File: config.mk
export PLATFORM = sky130hd
export DESIGN_NAME = servo_status_code_reporter
export DESIGN_NICKNAME = d
export VERILOG_FILES = /design/src/shared/status_pkg.sv /design/src/verilog/servo_status_code_reporter.sv /design/src/verilog/scan_tick.sv /design/src/verilog/fan_counter.sv
export VERILOG_INCLUDE_DIRS = /design/src /design/src/shared
export SDC_FILE = /design/constraint.sdc
export NUM_CORES = 1
export LEC_CHECK = 0
export BUFFER_PORTS_ARGS = -buffer_cell sky130_fd_sc_hd__clkbuf_2
export CAP_MARGIN = 15
export CORE_ASPECT_RATIO = 1.2
export CORE_MARGIN = 2
export CORE_UTILIZATION = 55
export DETAILED_ROUTE_END_ITERATION = 6
export GPL_TIMING_DRIVEN = 0
export PLACE_DENSITY = 0.77
export SYNTH_ARGS = -nofsm -noshare
export SYNTH_HDL_FRONTEND = slang
export SYNTH_SLANG_ARGS = --single-unit
File: constraint.sdc
create_clock -name clock -period 3.6 [get_ports clock]
set_clock_uncertainty 0.05 [all_clocks]
set_input_delay 0.54 -clock clock [delete_from_list [all_inputs] [get_ports clock]]
set_output_delay 0.54 -clock clock [all_outputs]
set_load 0.1 [all_outputs]
File: src/shared/status_defs.svh
`ifndef STATUS_DEFS_SVH
`define STATUS_DEFS_SVH

// ----------------------------------------------------------------------
// Status code values driven onto the test jack
// ----------------------------------------------------------------------
`define CODE_ZERO          8'h00
`define CODE_UNLOAD        8'h01
`define CODE_BRAKE         8'h02
`define CODE_STOPPED       8'h03
`define CODE_NO_PACK       8'h04
`define CODE_DOOR_LOCKED   8'h05
`define CODE_DOOR_NOLOCK   8'h06
`define CODE_HEADS_OUT     8'h07
`define CODE_STARTING      8'h08
`define CODE_SPIN_BASE     8'h09
`define CODE_SPIN_LAST     8'h0f
`define CODE_SPEED_LOSS    8'h10
`define CODE_RECOVERY_BIAS 8'h10
`define CODE_LOAD_BASE     8'h20
`define CODE_LOAD_RETRY    8'h28
`define CODE_RETRY_FIRST   8'h22
`define CODE_RETRY_LAST    8'h27
`define CODE_RTZ_BASE      8'h30
`define CODE_GUARD_BASE    8'h40
`define CODE_SEEK_TIMEOUT  8'h46
`define CODE_ONTRK_BASE    8'h47
`define CODE_OFF_TRACK     8'h4b
`define CODE_LOST_DEMOD    8'h4c
`define CODE_BAD_CYL       8'h4d
`define CODE_VOLT_FAULT    8'h4e
`define CODE_RESET_BASE    8'h50
`define CODE_FAN_MANY      8'h5b
`define CODE_FAN           8'h5c
`define CODE_FIRST_SEEK    8'h5d
`define CODE_DEMOD_UNLOAD  8'h5e
`define CODE_ADAPTER       8'h5f
`define CODE_PRE_FAULT     8'h80
`define CODE_SPEED_RECOV   8'h90
`define CODE_SELF_TEST     8'hff
`define CODE_PRE_BIAS      8'h80

// ----------------------------------------------------------------------
// Cylinder address layout and limits
// ----------------------------------------------------------------------
`define CYL_WIDTH          10
`define CYL_CODE_MSB       9
`define CYL_CODE_LSB       2
`define CYL_MAX            10'd822
`define FAN_FAULT_LIMIT    4'd10

// ----------------------------------------------------------------------
// Re-evaluation period of the status scan, set in ns and counted in cycles
// ----------------------------------------------------------------------
`define SCAN_PERIOD_NS     1000
`define CLOCK_PERIOD_NS    8
`define SCAN_CYCLES        (`SCAN_PERIOD_NS / `CLOCK_PERIOD_NS)
`define SCAN_CNT_WIDTH     8

`endif

File: src/shared/status_pkg.sv
package status_pkg;

    // Servo sequence phase reported by the controlling processor.
    typedef enum logic [3:0]
    {
        phase_idle,
        phase_stop,
        phase_start,
        phase_load,
        phase_rtz,
        phase_seek,
        phase_on_track,
        phase_reset_recov
    } phase_e;

    // Guard band context in which a band was hit.
    typedef enum logic [1:0]
    {
        ctx_seek,
        ctx_routine,
        ctx_steady
    } guard_ctx_e;

    // Reporter state: what the held code means.
    typedef enum logic [1:0]
    {
        rep_progress,
        rep_destination,
        rep_error
    } rep_state_e;

    typedef logic [7:0] code_t;

endpackage

File: src/verilog/servo_status_code_reporter.sv
//
// Summary of operation
// - Drive an 8-bit two-digit status code, re-scanned while powered.
// - After seek or power-on success, show upper eight destination bits.
// - Hold destination until a new seek starts or an error arrives.
// - Error code gives type and step; held until its clearing action.
// - Raise on-track only after successful seek, telling success apart.
// - Normal stop shows 01 unloading, 02 braking, 03 stopped and unlocked.
// - Normal start shows 04 to 08 for interlock checks and start progress.
// - Spin-up faults show codes 09 through 0F.
// - Speed-drop restart shows 10, and 11 to 1F as stop/start codes.
// - Head load faults show 20 to 27; retry-limit faults show 28 to 2D.
// - Return-to-zero seek failures show codes 30 to 39.
// - Guard band hits show 40 to 42 inner, 43 to 45 outer.
// - Seek timeout shows 46; on-track routine failures show 47 to 4A.
// - 4B off-track, 4C lost demod, 4E volts; 4D for cylinder over 822.
// - Reset recovery 50-53, 5B many fan faults, 5C to 5F other faults.
// - Show 80 for fault before seek, 90 after spindle speed recovery.
// - A prior fault lifts load, zero-seek, guard, track codes to A-C.
// - Show FF when the processor fails its power-on self-test.
// - After 08, show 00 once heads reach cylinder 0 without error.
//
`timescale 1ns/1ps
`default_nettype none
`include "status_defs.svh"

module servo_status_code_reporter
(
    // Clock and reset
    input  wire logic                   clock,
    input  wire logic                   reset,
    // Sequence progress
    input  wire status_pkg::phase_e     phase,
    input  wire logic                   heads_unloading,
    input  wire logic                   motor_braking,
    input  wire logic                   motor_stopped,
    input  wire logic                   start_in_progress,
    input  wire logic                   speed_recovery,
    // Seek request and completion
    input  wire logic                   seek_start,
    input  wire logic [`CYL_WIDTH-1:0]  seek_cylinder,
    input  wire logic                   seek_done,
    input  wire logic                   at_cylinder_zero,
    // Fault reporting
    input  wire logic                   fault_valid,
    input  wire logic [3:0]             fault_index,
    input  wire logic                   fault_retry_limit,
    input  wire logic                   fault_prior,
    input  wire status_pkg::guard_ctx_e guard_ctx,
    input  wire logic                   guard_outer,
    input  wire logic                   fault_before_seek,
    input  wire logic                   speed_loss_recovered,
    input  wire logic                   fan_fault,
    input  wire logic                   self_test_fail,
    input  wire logic                   error_clear,
    // Test jack to the status_display_board
    output logic [7:0]                  status_code,
    output logic                        on_track
);
    import status_pkg::*;

    logic             tick;
    logic             fan_many;
    logic             fan_clear;
    rep_state_e       state_ff;
    code_t            code_ff;
    code_t            nxt_code;
    logic             nxt_is_error;
    logic             on_track_ff;
    logic             self_fail_ff;
    logic             start_seen_ff;
    code_t            pend_err_ff;
    logic             pend_valid_ff;
    code_t            fault_code;
    logic [`CYL_WIDTH-1:0] dest_ff;
    logic             bad_cyl;
    code_t            progress_code;

    // ------------------------------------------------------------------
    // Helpers
    // ------------------------------------------------------------------
    scan_tick u_tick
    (
        .clock (clock),
        .reset (reset),
        .tick  (tick)
    );

    assign fan_clear = error_clear;

    fan_counter u_fan
    (
        .clock     (clock),
        .reset     (reset),
        .fan_fault (fan_fault),
        .clear     (fan_clear),
        .too_many  (fan_many)
    );

    assign bad_cyl = seek_start && (seek_cylinder > `CYL_MAX);

    // ------------------------------------------------------------------
    // Fault code encoding
    // ------------------------------------------------------------------
    // Maps the reported fault to a code by phase. A prior fault lifts
    // load, zero-seek, guard and track codes by 80 hex, giving A to C.
    always_comb
    begin
        fault_code = `CODE_ZERO;
        case (phase)
            phase_start:
            begin
                // Spin-up faults 09..0F, plus the speed-drop bias.
                fault_code = `CODE_SPIN_BASE + code_t'(fault_index);
                if (fault_code > `CODE_SPIN_LAST)
                    fault_code = `CODE_SPIN_LAST;
                if (speed_recovery)
                    fault_code = fault_code + `CODE_RECOVERY_BIAS;
            end
            phase_load:
            begin
                if (fault_retry_limit &&
                    fault_index >= 4'(`CODE_RETRY_FIRST - `CODE_LOAD_BASE))
                    fault_code = `CODE_LOAD_RETRY + code_t'(fault_index)
                               - (`CODE_RETRY_FIRST - `CODE_LOAD_BASE);
                else
                    fault_code = `CODE_LOAD_BASE + code_t'(fault_index[2:0]);
            end
            phase_rtz:
                fault_code = `CODE_RTZ_BASE + code_t'(fault_index);
            phase_seek:
                fault_code = `CODE_SEEK_TIMEOUT;
            phase_on_track:
            begin
                // Index 0..3 routine failures, 4.. steady faults.
                if (fault_index < 4'h4)
                    fault_code = `CODE_ONTRK_BASE + code_t'(fault_index);
                else if (fault_index == 4'h4)
                    fault_code = `CODE_OFF_TRACK;
                else if (fault_index == 4'h5)
                    fault_code = `CODE_LOST_DEMOD;
                else
                    fault_code = `CODE_VOLT_FAULT;
            end
            phase_reset_recov:
            begin
                if (fault_index < 4'h4)
                    fault_code = `CODE_RESET_BASE + code_t'(fault_index);
                else if (fault_index == 4'h4)
                    fault_code = `CODE_FIRST_SEEK;
                else if (fault_index == 4'h5)
                    fault_code = `CODE_DEMOD_UNLOAD;
                else
                    fault_code = `CODE_ADAPTER;
            end
            default:
                fault_code = `CODE_SPEED_LOSS;
        endcase
        // Guard band hits override the phase decode.
        if (phase == phase_seek && fault_index != 4'h0 ||
            phase == phase_on_track && fault_index > 4'h6)
        begin
            fault_code = `CODE_GUARD_BASE + code_t'(guard_ctx)
                       + (guard_outer ? 8'h03 : 8'h00);
        end
        if (fault_prior && (phase == phase_load || phase == phase_rtz ||
            phase == phase_seek || phase == phase_on_track))
            fault_code = fault_code + `CODE_PRE_BIAS;
    end

    // ------------------------------------------------------------------
    // Progress code
    // ------------------------------------------------------------------
    // Stop and start progress; the speed-drop restart adds 10 hex.
    always_comb
    begin
        progress_code = `CODE_ZERO;
        if (heads_unloading)
            progress_code = `CODE_UNLOAD;
        else if (motor_braking)
            progress_code = `CODE_BRAKE;
        else if (motor_stopped)
            progress_code = `CODE_STOPPED;
        else if (start_in_progress)
            progress_code = `CODE_STARTING;
        if (speed_recovery && progress_code != `CODE_ZERO)
            progress_code = progress_code + `CODE_RECOVERY_BIAS;
    end

    // ------------------------------------------------------------------
    // Next committed code
    // ------------------------------------------------------------------
    // Priority: self-test, bad address, fault events, then progress.
    // Interlock faults 04..07 arrive as fault_index in phase_idle with
    // fault_valid; those are decoded in the pending error capture in the start family.
    always_comb
    begin
        nxt_code = code_ff;
        nxt_is_error = 1'b0;
        if (self_fail_ff)
        begin
            nxt_code = `CODE_SELF_TEST;
            nxt_is_error = 1'b1;
        end
        else if (pend_valid_ff)
        begin
            nxt_code = pend_err_ff;
            nxt_is_error = 1'b1;
        end
        else if (state_ff == rep_progress)
            nxt_code = progress_code;
    end

    // ------------------------------------------------------------------
    // Pending error capture
    // ------------------------------------------------------------------
    // Errors are caught the cycle they occur and wait for the next
    // scan tick, so no event slips between two evaluations.
    always_ff @(posedge clock or posedge reset)
    begin
        if (reset)
        begin
            pend_err_ff <= `CODE_ZERO;
            pend_valid_ff <= 1'b0;
        end
        else if (bad_cyl)
        begin
            pend_err_ff <= fault_prior ? `CODE_BAD_CYL + `CODE_PRE_BIAS
                                      : `CODE_BAD_CYL;
            pend_valid_ff <= 1'b1;
        end
        else if (fault_before_seek)
        begin
            pend_err_ff <= `CODE_PRE_FAULT;
            pend_valid_ff <= 1'b1;
        end
        else if (fan_many)
        begin
            pend_err_ff <= `CODE_FAN_MANY;
            pend_valid_ff <= 1'b1;
        end
        else if (fan_fault)
        begin
            pend_err_ff <= `CODE_FAN;
            pend_valid_ff <= 1'b1;
        end
        else if (fault_valid)
        begin
            pend_err_ff <= (phase == phase_idle && fault_index <= 4'h3)
                         ? `CODE_NO_PACK + code_t'(fault_index)
                         : fault_code;
            pend_valid_ff <= 1'b1;
        end
        else if (speed_loss_recovered)
        begin
            pend_err_ff <= `CODE_SPEED_RECOV;
            pend_valid_ff <= 1'b1;
        end
        else if (tick)
            pend_valid_ff <= 1'b0;
    end

    // ------------------------------------------------------------------
    // Self-test failure latch
    // ------------------------------------------------------------------
    // Sticky until reset; a failed processor cannot clear itself.
    always_ff @(posedge clock or posedge reset)
    begin
        if (reset)
            self_fail_ff <= 1'b0;
        else if (self_test_fail)
            self_fail_ff <= 1'b1;
    end

    // ------------------------------------------------------------------
    // Destination register
    // ------------------------------------------------------------------
    always_ff @(posedge clock or posedge reset)
    begin
        if (reset)
            dest_ff <= '0;
        else if (seek_start && !bad_cyl)
            dest_ff <= seek_cylinder;
    end

    // ------------------------------------------------------------------
    // Start tracking for the cylinder-zero report
    // ------------------------------------------------------------------
    always_ff @(posedge clock or posedge reset)
    begin
        if (reset)
            start_seen_ff <= 1'b0;
        else if (start_in_progress)
            start_seen_ff <= 1'b1;
        else if (state_ff != rep_progress)
            start_seen_ff <= 1'b0;
    end

    // ------------------------------------------------------------------
    // Reporter state
    // ------------------------------------------------------------------
    // Errors dominate; only error_clear releases them. A new error in
    // the clear cycle wins, since it is pending until the next tick.
    always_ff @(posedge clock or posedge reset)
    begin
        if (reset)
            state_ff <= rep_progress;
        else
        begin
            case (state_ff)
                rep_progress:
                    if (tick && nxt_is_error)
                        state_ff <= rep_error;
                    else if (seek_done || (start_seen_ff && at_cylinder_zero))
                        state_ff <= rep_destination;
                rep_destination:
                    if (tick && nxt_is_error)
                        state_ff <= rep_error;
                    else if (seek_start)
                        state_ff <= rep_progress;
                rep_error:
                    if (error_clear && !pend_valid_ff && !self_fail_ff)
                        state_ff <= rep_progress;
                default:
                    state_ff <= rep_progress;
            endcase
        end
    end

    // ------------------------------------------------------------------
    // Committed code and on-track flag
    // ------------------------------------------------------------------
    // Updated on scan ticks, and at once on a successful completion.
    always_ff @(posedge clock or posedge reset)
    begin
        if (reset)
            code_ff <= `CODE_ZERO;
        else if (state_ff == rep_progress && !nxt_is_error &&
                 start_seen_ff && at_cylinder_zero)
            code_ff <= `CODE_ZERO;
        else if (state_ff == rep_progress && !nxt_is_error && seek_done)
            code_ff <= dest_ff[`CYL_CODE_MSB:`CYL_CODE_LSB];
        else if (tick && state_ff != rep_error)
            code_ff <= nxt_code;
        else if (tick && nxt_is_error)
            code_ff <= nxt_code;
    end

    always_ff @(posedge clock or posedge reset)
    begin
        if (reset)
            on_track_ff <= 1'b0;
        else if (tick && nxt_is_error)
            on_track_ff <= 1'b0;
        else if (state_ff == rep_progress && !nxt_is_error && seek_done)
            on_track_ff <= 1'b1;
        else if (seek_start)
            on_track_ff <= 1'b0;
    end

    assign status_code = code_ff;
    assign on_track    = on_track_ff;
endmodule // servo_status_code_reporter
`default_nettype wire

File: src/verilog/scan_tick.sv
`timescale 1ns/1ps
`default_nettype none
`include "status_defs.svh"

// Periodic enable that paces re-evaluation of the servo status.
module scan_tick
(
    // Clock and reset
    input  wire logic clock,
    input  wire logic reset,
    // Enable pulse
    output logic      tick
);

    logic [`SCAN_CNT_WIDTH-1:0] count_ff;

    // ------------------------------------------------------------------
    // Divider
    // ------------------------------------------------------------------
    // Free-running count; tick pulses one cycle every scan period.
    always_ff @(posedge clock or posedge reset)
    begin
        if (reset)
            count_ff <= '0;
        else if (count_ff == `SCAN_CNT_WIDTH'(`SCAN_CYCLES - 1))
            count_ff <= '0;
        else
            count_ff <= count_ff + 1'b1;
    end

    assign tick = (count_ff == `SCAN_CNT_WIDTH'(`SCAN_CYCLES - 1));

endmodule // scan_tick
`default_nettype wire

File: src/verilog/fan_counter.sv
`timescale 1ns/1ps
`default_nettype none
`include "status_defs.svh"

// Counts fan fault events and flags when the count passes the limit.
module fan_counter
(
    // Clock and reset
    input  wire logic clock,
    input  wire logic reset,
    // Events
    input  wire logic fan_fault,
    input  wire logic clear,
    // Result
    output logic      too_many
);

    logic [3:0] count_ff;

    // ------------------------------------------------------------------
    // Counter
    // ------------------------------------------------------------------
    // Saturates one above the limit so it never wraps back to quiet.
    // A fault in the clear cycle still counts, except when the count is already saturated.
    always_ff @(posedge clock or posedge reset)
    begin
        if (reset)
            count_ff <= 4'h0;
        else if (fan_fault && count_ff <= `FAN_FAULT_LIMIT)
            count_ff <= (clear ? 4'h0 : count_ff) + 4'h1;
        else if (clear)
            count_ff <= 4'h0;
    end

    assign too_many = (count_ff > `FAN_FAULT_LIMIT);

endmodule // fan_counter
`default_nettype wire

# Word-level counts from Yosys, hierarchy flattened
# Index checks and enable logic that the tools add are counted.
totals:
  reg_bits: 44
classes:
  add_sub_neg: 15
  magnitude_cmp: 8
  n_eq_ne: 15
  mux: 57
  n_reduce_logical: 38
op_table:
  columns: ["cell", "n"]
  rows:
  - ["$mux W8", 24]
  - ["$pmux W8 S6", 1]
  - ["$eq A4 B3 Y1 const B", 6]
  - ["$mux W4", 6]
  - ["$logic_and A1 B1 Y1", 18]
  - ["$add A7 B4 Y8 const A", 2]
  - ["$add A8 B5 Y8 const B", 2]
  - ["$mux W2", 8]
  - ["$mux W1", 15]
  - ["$add A6 B4 Y7 const A", 2]
  - ["$gt A10 B10 Y1 const B", 1]
  - ["$add A7 B2 Y8 const A", 1]
  - ["$add A8 B1 Y8 const B", 1]
  - ["$add A8 B2 Y8", 1]
  - ["$add A8 B8 Y8 const B", 1]
  - ["$eq A4 B2 Y1 const B", 2]
  - ["$eq A8 B7 Y1 const B", 1]
  - ["$reduce_bool A4 Y1", 2]
  - ["$reduce_bool A8 Y1", 1]
  - ["$sub A7 B2 Y8 const B", 1]
  - ["$add A6 B3 Y7 const A", 1]
  - ["$reduce_bool A7 Y1", 1]
  - ["$ne A3 B3 Y1 const B", 2]
  - ["$pmux W2 S3", 1]
  - ["23 further kinds", 32]

# Depth between registers and ports, before layout
depth:
  depth_word: 16
  depth_mapped: 9
  ltp_nobuf: 7

# Cells and area by module
# A second synthesis with hierarchy kept.
hier_totals:
  cells_unflattened: 332
  area_unflattened_um2: 2932.8
modules_own_cells:
  columns: ["mod", "n_inst", "cells_per_inst", "area_per_inst_um2", "seq_area_each_um2"]
  rows:
  - ["servo_status_code_reporter", 1, 265, 2287.2, 750.7]
  - ["scan_tick", 1, 41, 406.6, 200.2]
  - ["fan_counter", 1, 26, 239.0, 100.1]

# Least setup slack after synthesis
# No wires, ideal clock.
synth_timing:
  kind: "input to register"
  from: "in fault_index[3]"
  to: "reg pend_err_ff[1]"
  setup_ps: 129
  arrival_ps: 2218
  t_required_ps: 3421
  path_slack_ps: 1202
  path_stages: 9
  path_buffers: 2
  path_cell_list: "clkbuf_1 > inv_1 > ha_1 > clkbuf_1 > nor4b_1 > nor2_1 > a221o_1 > o2111ai_1 > nand3_1"
synth_between:
  elab_chain_len: 16
synth_rtl:
  columns: ["item", "line_no", "text"]
  rows:
  - ["start: declaration", "servo_status_code_reporter.sv:46", "input wire logic [3:0] fault_index,"]
  - ["$add A4 B4 Y5 (no line)", null, null]
  - ["$gt A5 B4 Y1 (no line)", null, null]
  - ["$mux W5", "servo_status_code_reporter.sv:115", "if (fault_code > `CODE_SPIN_LAST)"]
  - ["$mux W8", "servo_status_code_reporter.sv:110", "case (phase)"]
  - ["$add A8 B5 Y8 (no line)", null, null]
  - ["$mux W8", "servo_status_code_reporter.sv:117", "if (speed_recovery)"]
  - ["$pmux W8 S6", "servo_status_code_reporter.sv:110", null]
  - ["$mux W8", "servo_status_code_reporter.sv:160", "if (phase == phase_seek && fault_index != 4'h0 ||"]
  - ["$add A8 B8 Y8 (no line)", null, null]
  - ["$mux W8", "servo_status_code_reporter.sv:166", "if (fault_prior && (phase == phase_load || phase == phase_rtz ||"]
  - ["$mux W8 (*)", "servo_status_code_reporter.sv:249", "pend_err_ff <= (phase == phase_idle && fault_index <= 4'h3)"]
  - ["$mux W8 (*)", "servo_status_code_reporter.sv:247", "else if (fault_valid)"]
  - ["$mux W8 (*)", "servo_status_code_reporter.sv:242", "else if (fan_fault)"]
  - ["$mux W8 (*)", "servo_status_code_reporter.sv:237", "else if (fan_many)"]
  - ["$mux W8 (*)", "servo_status_code_reporter.sv:232", "else if (fault_before_seek)"]
  - ["$mux W8 (*)", "servo_status_code_reporter.sv:226", "else if (bad_cyl)"]
  - ["end signal: assignment", "servo_status_code_reporter.sv:228", "pend_err_ff <= fault_prior ? `CODE_BAD_CYL + `CODE_PRE_BIAS"]
  - ["end signal: assignment", "servo_status_code_reporter.sv:234", "pend_err_ff <= `CODE_PRE_FAULT;"]
  - ["end signal: assignment", "servo_status_code_reporter.sv:239", "pend_err_ff <= `CODE_FAN_MANY;"]
  - ["end: declaration", "servo_status_code_reporter.sv:72", "code_t pend_err_ff;"]
# Every way passes the cells marked *; elsewhere a longest branch is shown, timed or not. The select of a mux whose other input is x is not followed.
# A chain may end at the register's enable or synchronous reset.

# Final worst setup path
# Same ends and word-level chain as after synthesis.

==> qor.txt <==
worst path buffer plus inverter count: 4
Slew HR: 39.2%
Most used DFF post-synth: dfrtp_1
fmax: 0.371 GHz
Data required, critical path: 3.71 ns
iteration-0 DRC count of the detailed router: 135
Vias: 2716
post_cts resized: 0
Post-route DRC: 0
total congestion overflow: 0
fin nets: 442
VDD IR max: 0.177 mV
CTS tree: yes
P&R area growth vs syn: 13.2%
htree depth: 2
RSZ-0062 raised after global routing: no
Total GRT Usage: 25.0%
setup TNS: 0 ns
synth warn: 0
final worst setup slack: 0.906 ns
Max stage delay on crit path: 0.49 ns
DP Worst Slack: 0.684 ns
number of synthesized flops with an enable pin: 0
antenna violations before repair: 0
largest net degree at the start of global routing: 43
hold buffer count at CTS: 0
DRT Wirelength: 7240 µm
Worst R2R End: status_code[4]
Critical Path Most Common Cell: clkbuf_1
status: finished, final reports clean
most common cell after layout, fill and taps aside: clkbuf_2
dpl hpwl: 5780 µm
Synth Net Count: 390
Leak: 1.50 nW
Final Max Slew Viols: 0
final setup fails: 0
wire per inst: 16.2 µm
synth unique cells: 64
Chip Width: 70.6 µm
Power Density: 298 nW/µm²
ANT cells: 0
worst r2r src: u_tick.count_ff[0]
Final min period: 2.69 ns
sequential fraction of the synthesis area: 35.9%
Crit path max-delay family: buffers and inverters
Clock Path Buffers: 2
max cap viols: 0
Slew @ Worst Pin: 0.908 ns
routability cong.: 0.926
Worst-Skew Late Latency: 0.28 ns
Post-CTS Setup Bufs: 0
CP max-delay cell: nor4b_1
Cells after DPL: 441
post-route ant nets: 0
port bufs: 45
Clock Pin Slew Worst Setup and Hold Paths: 0.07 ns
crit end category: register
Critical Path Source Type: input port
min-delay worst type: in2async
Num CTS Buffers: 5
asr flop ratio synth: 100%
R2R setup slack: 1.66 ns
Sink Count: 42
hold slack: 0.352 ns
most frequent cells in the layout: 45 x clkbuf_2, 42 x dfrtp_1, 34 x nand2_1
CP arrival: 2.81 ns
clk root buf: clkbuf_8
Core Footprint: 5230 µm²
fin crit share: 74.8%
cells on worst reg2reg path: 7
vias in the first global route: 2650
Tot Pwr: 0.000988 W
global-route wire length before repair: 12100 µm
syn avg cell area: 8.77 µm²
synthesized cell area: 2930 µm²
die area: 5930 µm²
number of synthesized register bits: 42
share of cells above drive strength 1: 18.4%
critical path class: in2reg
Vias/cell: 6.08
# rows: 29
Mapped Cells: 334
Cell Count, Final, Fillers Out: 447
DRT Pass-1 Iters: 4
CP cell instances: clkbuf_2 > clkbuf_1 > inv_1 > ha_1 > clkbuf_1 > nor4b_1 > nor2_1 > a221o_1 > o2111ai_1 > nand3_1
num ports: 48
Starting Density: 56.1%
Final Hold Vio Count: 0
Critical Path Fanout Max: 10
Die Y: 84.0 µm
-- worst max path at each step --
stage,start,endpoint,slack [ns],cells after the start
final,fault_index[3],pend_err_ff[1],0.91,10
after global routing,fault_index[3],pend_err_ff[1],0.76,10
after CTS,fault_index[3],pend_err_ff[1],0.97,10
after detailed placement,fault_index[3],pend_err_ff[1],0.68,10
after global placement,fault_index[3],pend_err_ff[1],0.66,10
after floorplan,fault_index[3],pend_err_ff[1],1.20,9
-- sequential cells by signal, indices dropped and copies added (netlist names) --
signal           cells
pend_err_ff          8
dest_ff              8
u_tick.count_ff      8
start_seen_ff        1
status_code          8
u_fan.count_ff       4
self_fail_ff         1
state_ff             2
on_track             1
pend_valid_ff        1
-- cell usage after synthesis, drive strengths merged, types with 3 or more instances --
master | instances | area share, %
nor2b | 11 | 2.3
nand2 | 34 | 4.4
nor2 | 21 | 2.9
inv | 23 | 2.9
a21oi | 24 | 4.2
clkbuf | 10 | 1.3
a221oi | 5 | 1.5
a211oi | 6 | 1.5
o211ai | 6 | 1.5
xnor2 | 4 | 1.2
mux2 | 10 | 3.8
o2111ai | 3 | 0.90
nand4 | 3 | 0.64
xor2 | 4 | 1.2
a31oi | 3 | 0.64
o31ai | 3 | 0.77
nand3 | 11 | 1.9
o21ai | 26 | 4.4
nor3 | 5 | 1.0
nand2b | 9 | 1.9
a21o | 3 | 0.77
mux2i | 3 | 1.0
dfrtp | 42 | 36
ha | 16 | 6.8
and3 | 3 | 0.64
o22ai | 7 | 1.5
-- layout make-up --
| class | instances | area (µm²) |
|---|---|---|
| flip-flops and latches | 42 | 1050 |
| clock buffers | 6 | 82.6 |
| plain buffers | 12 | 46.3 |
| multi-input cells | 257 | 1750 |
| fillers | 485 | 1910 |
| well taps | 62 | 77.6 |
| repair buffers | 45 | 225 |
| inverters | 23 | 86.3 |
-- logic make-up (layout without fill, tap and decap cells) --
| group | after synthesis | in the layout | synth area share (%) |
|---|---|---|---|
| mux | 13 | 13 | 4.87 |
| xor+xnor | 8 | 8 | 2.39 |
| compound gates | 104 | 104 | 23.8 |
| simple gates | 115 | 115 | 21.0 |
| buf+inv | 35 | 86 | 4.53 |
| fa+ha+maj | 17 | 17 | 7.51 |
| flops | 42 | 42 | 35.9 |
-- layer usage --
metal	share of wire (%)	vias up	routed length, µm	track usage, %
li1	-	1327	-	-
met3	3.4	25	243	1.57
met5	0	-	0	0
met4	4.0	0	291	13.7
met2	52	99	3770	44.7
met1	41	1265	2940	29.5
-- power breakdown --
part | switching (W) | internal (W)
combinational | 0.000110 | 0.0000777
clock | 0.000139 | 0.000148
sequential | 0.0000171 | 0.000497
total | 0.000266 | 0.000722
-- stage by stage --
step	util, %	cell area, µm²
6_report	63.5	3320
5_1_grt	63.5	3320
4_1_cts	63.5	3320
3_5_place_dp	61.9	3230
3_3_place_gp	61.9	3230
2_1_floorplan	-	2930
No activity file was read; power rests on OpenSTA's default activity.
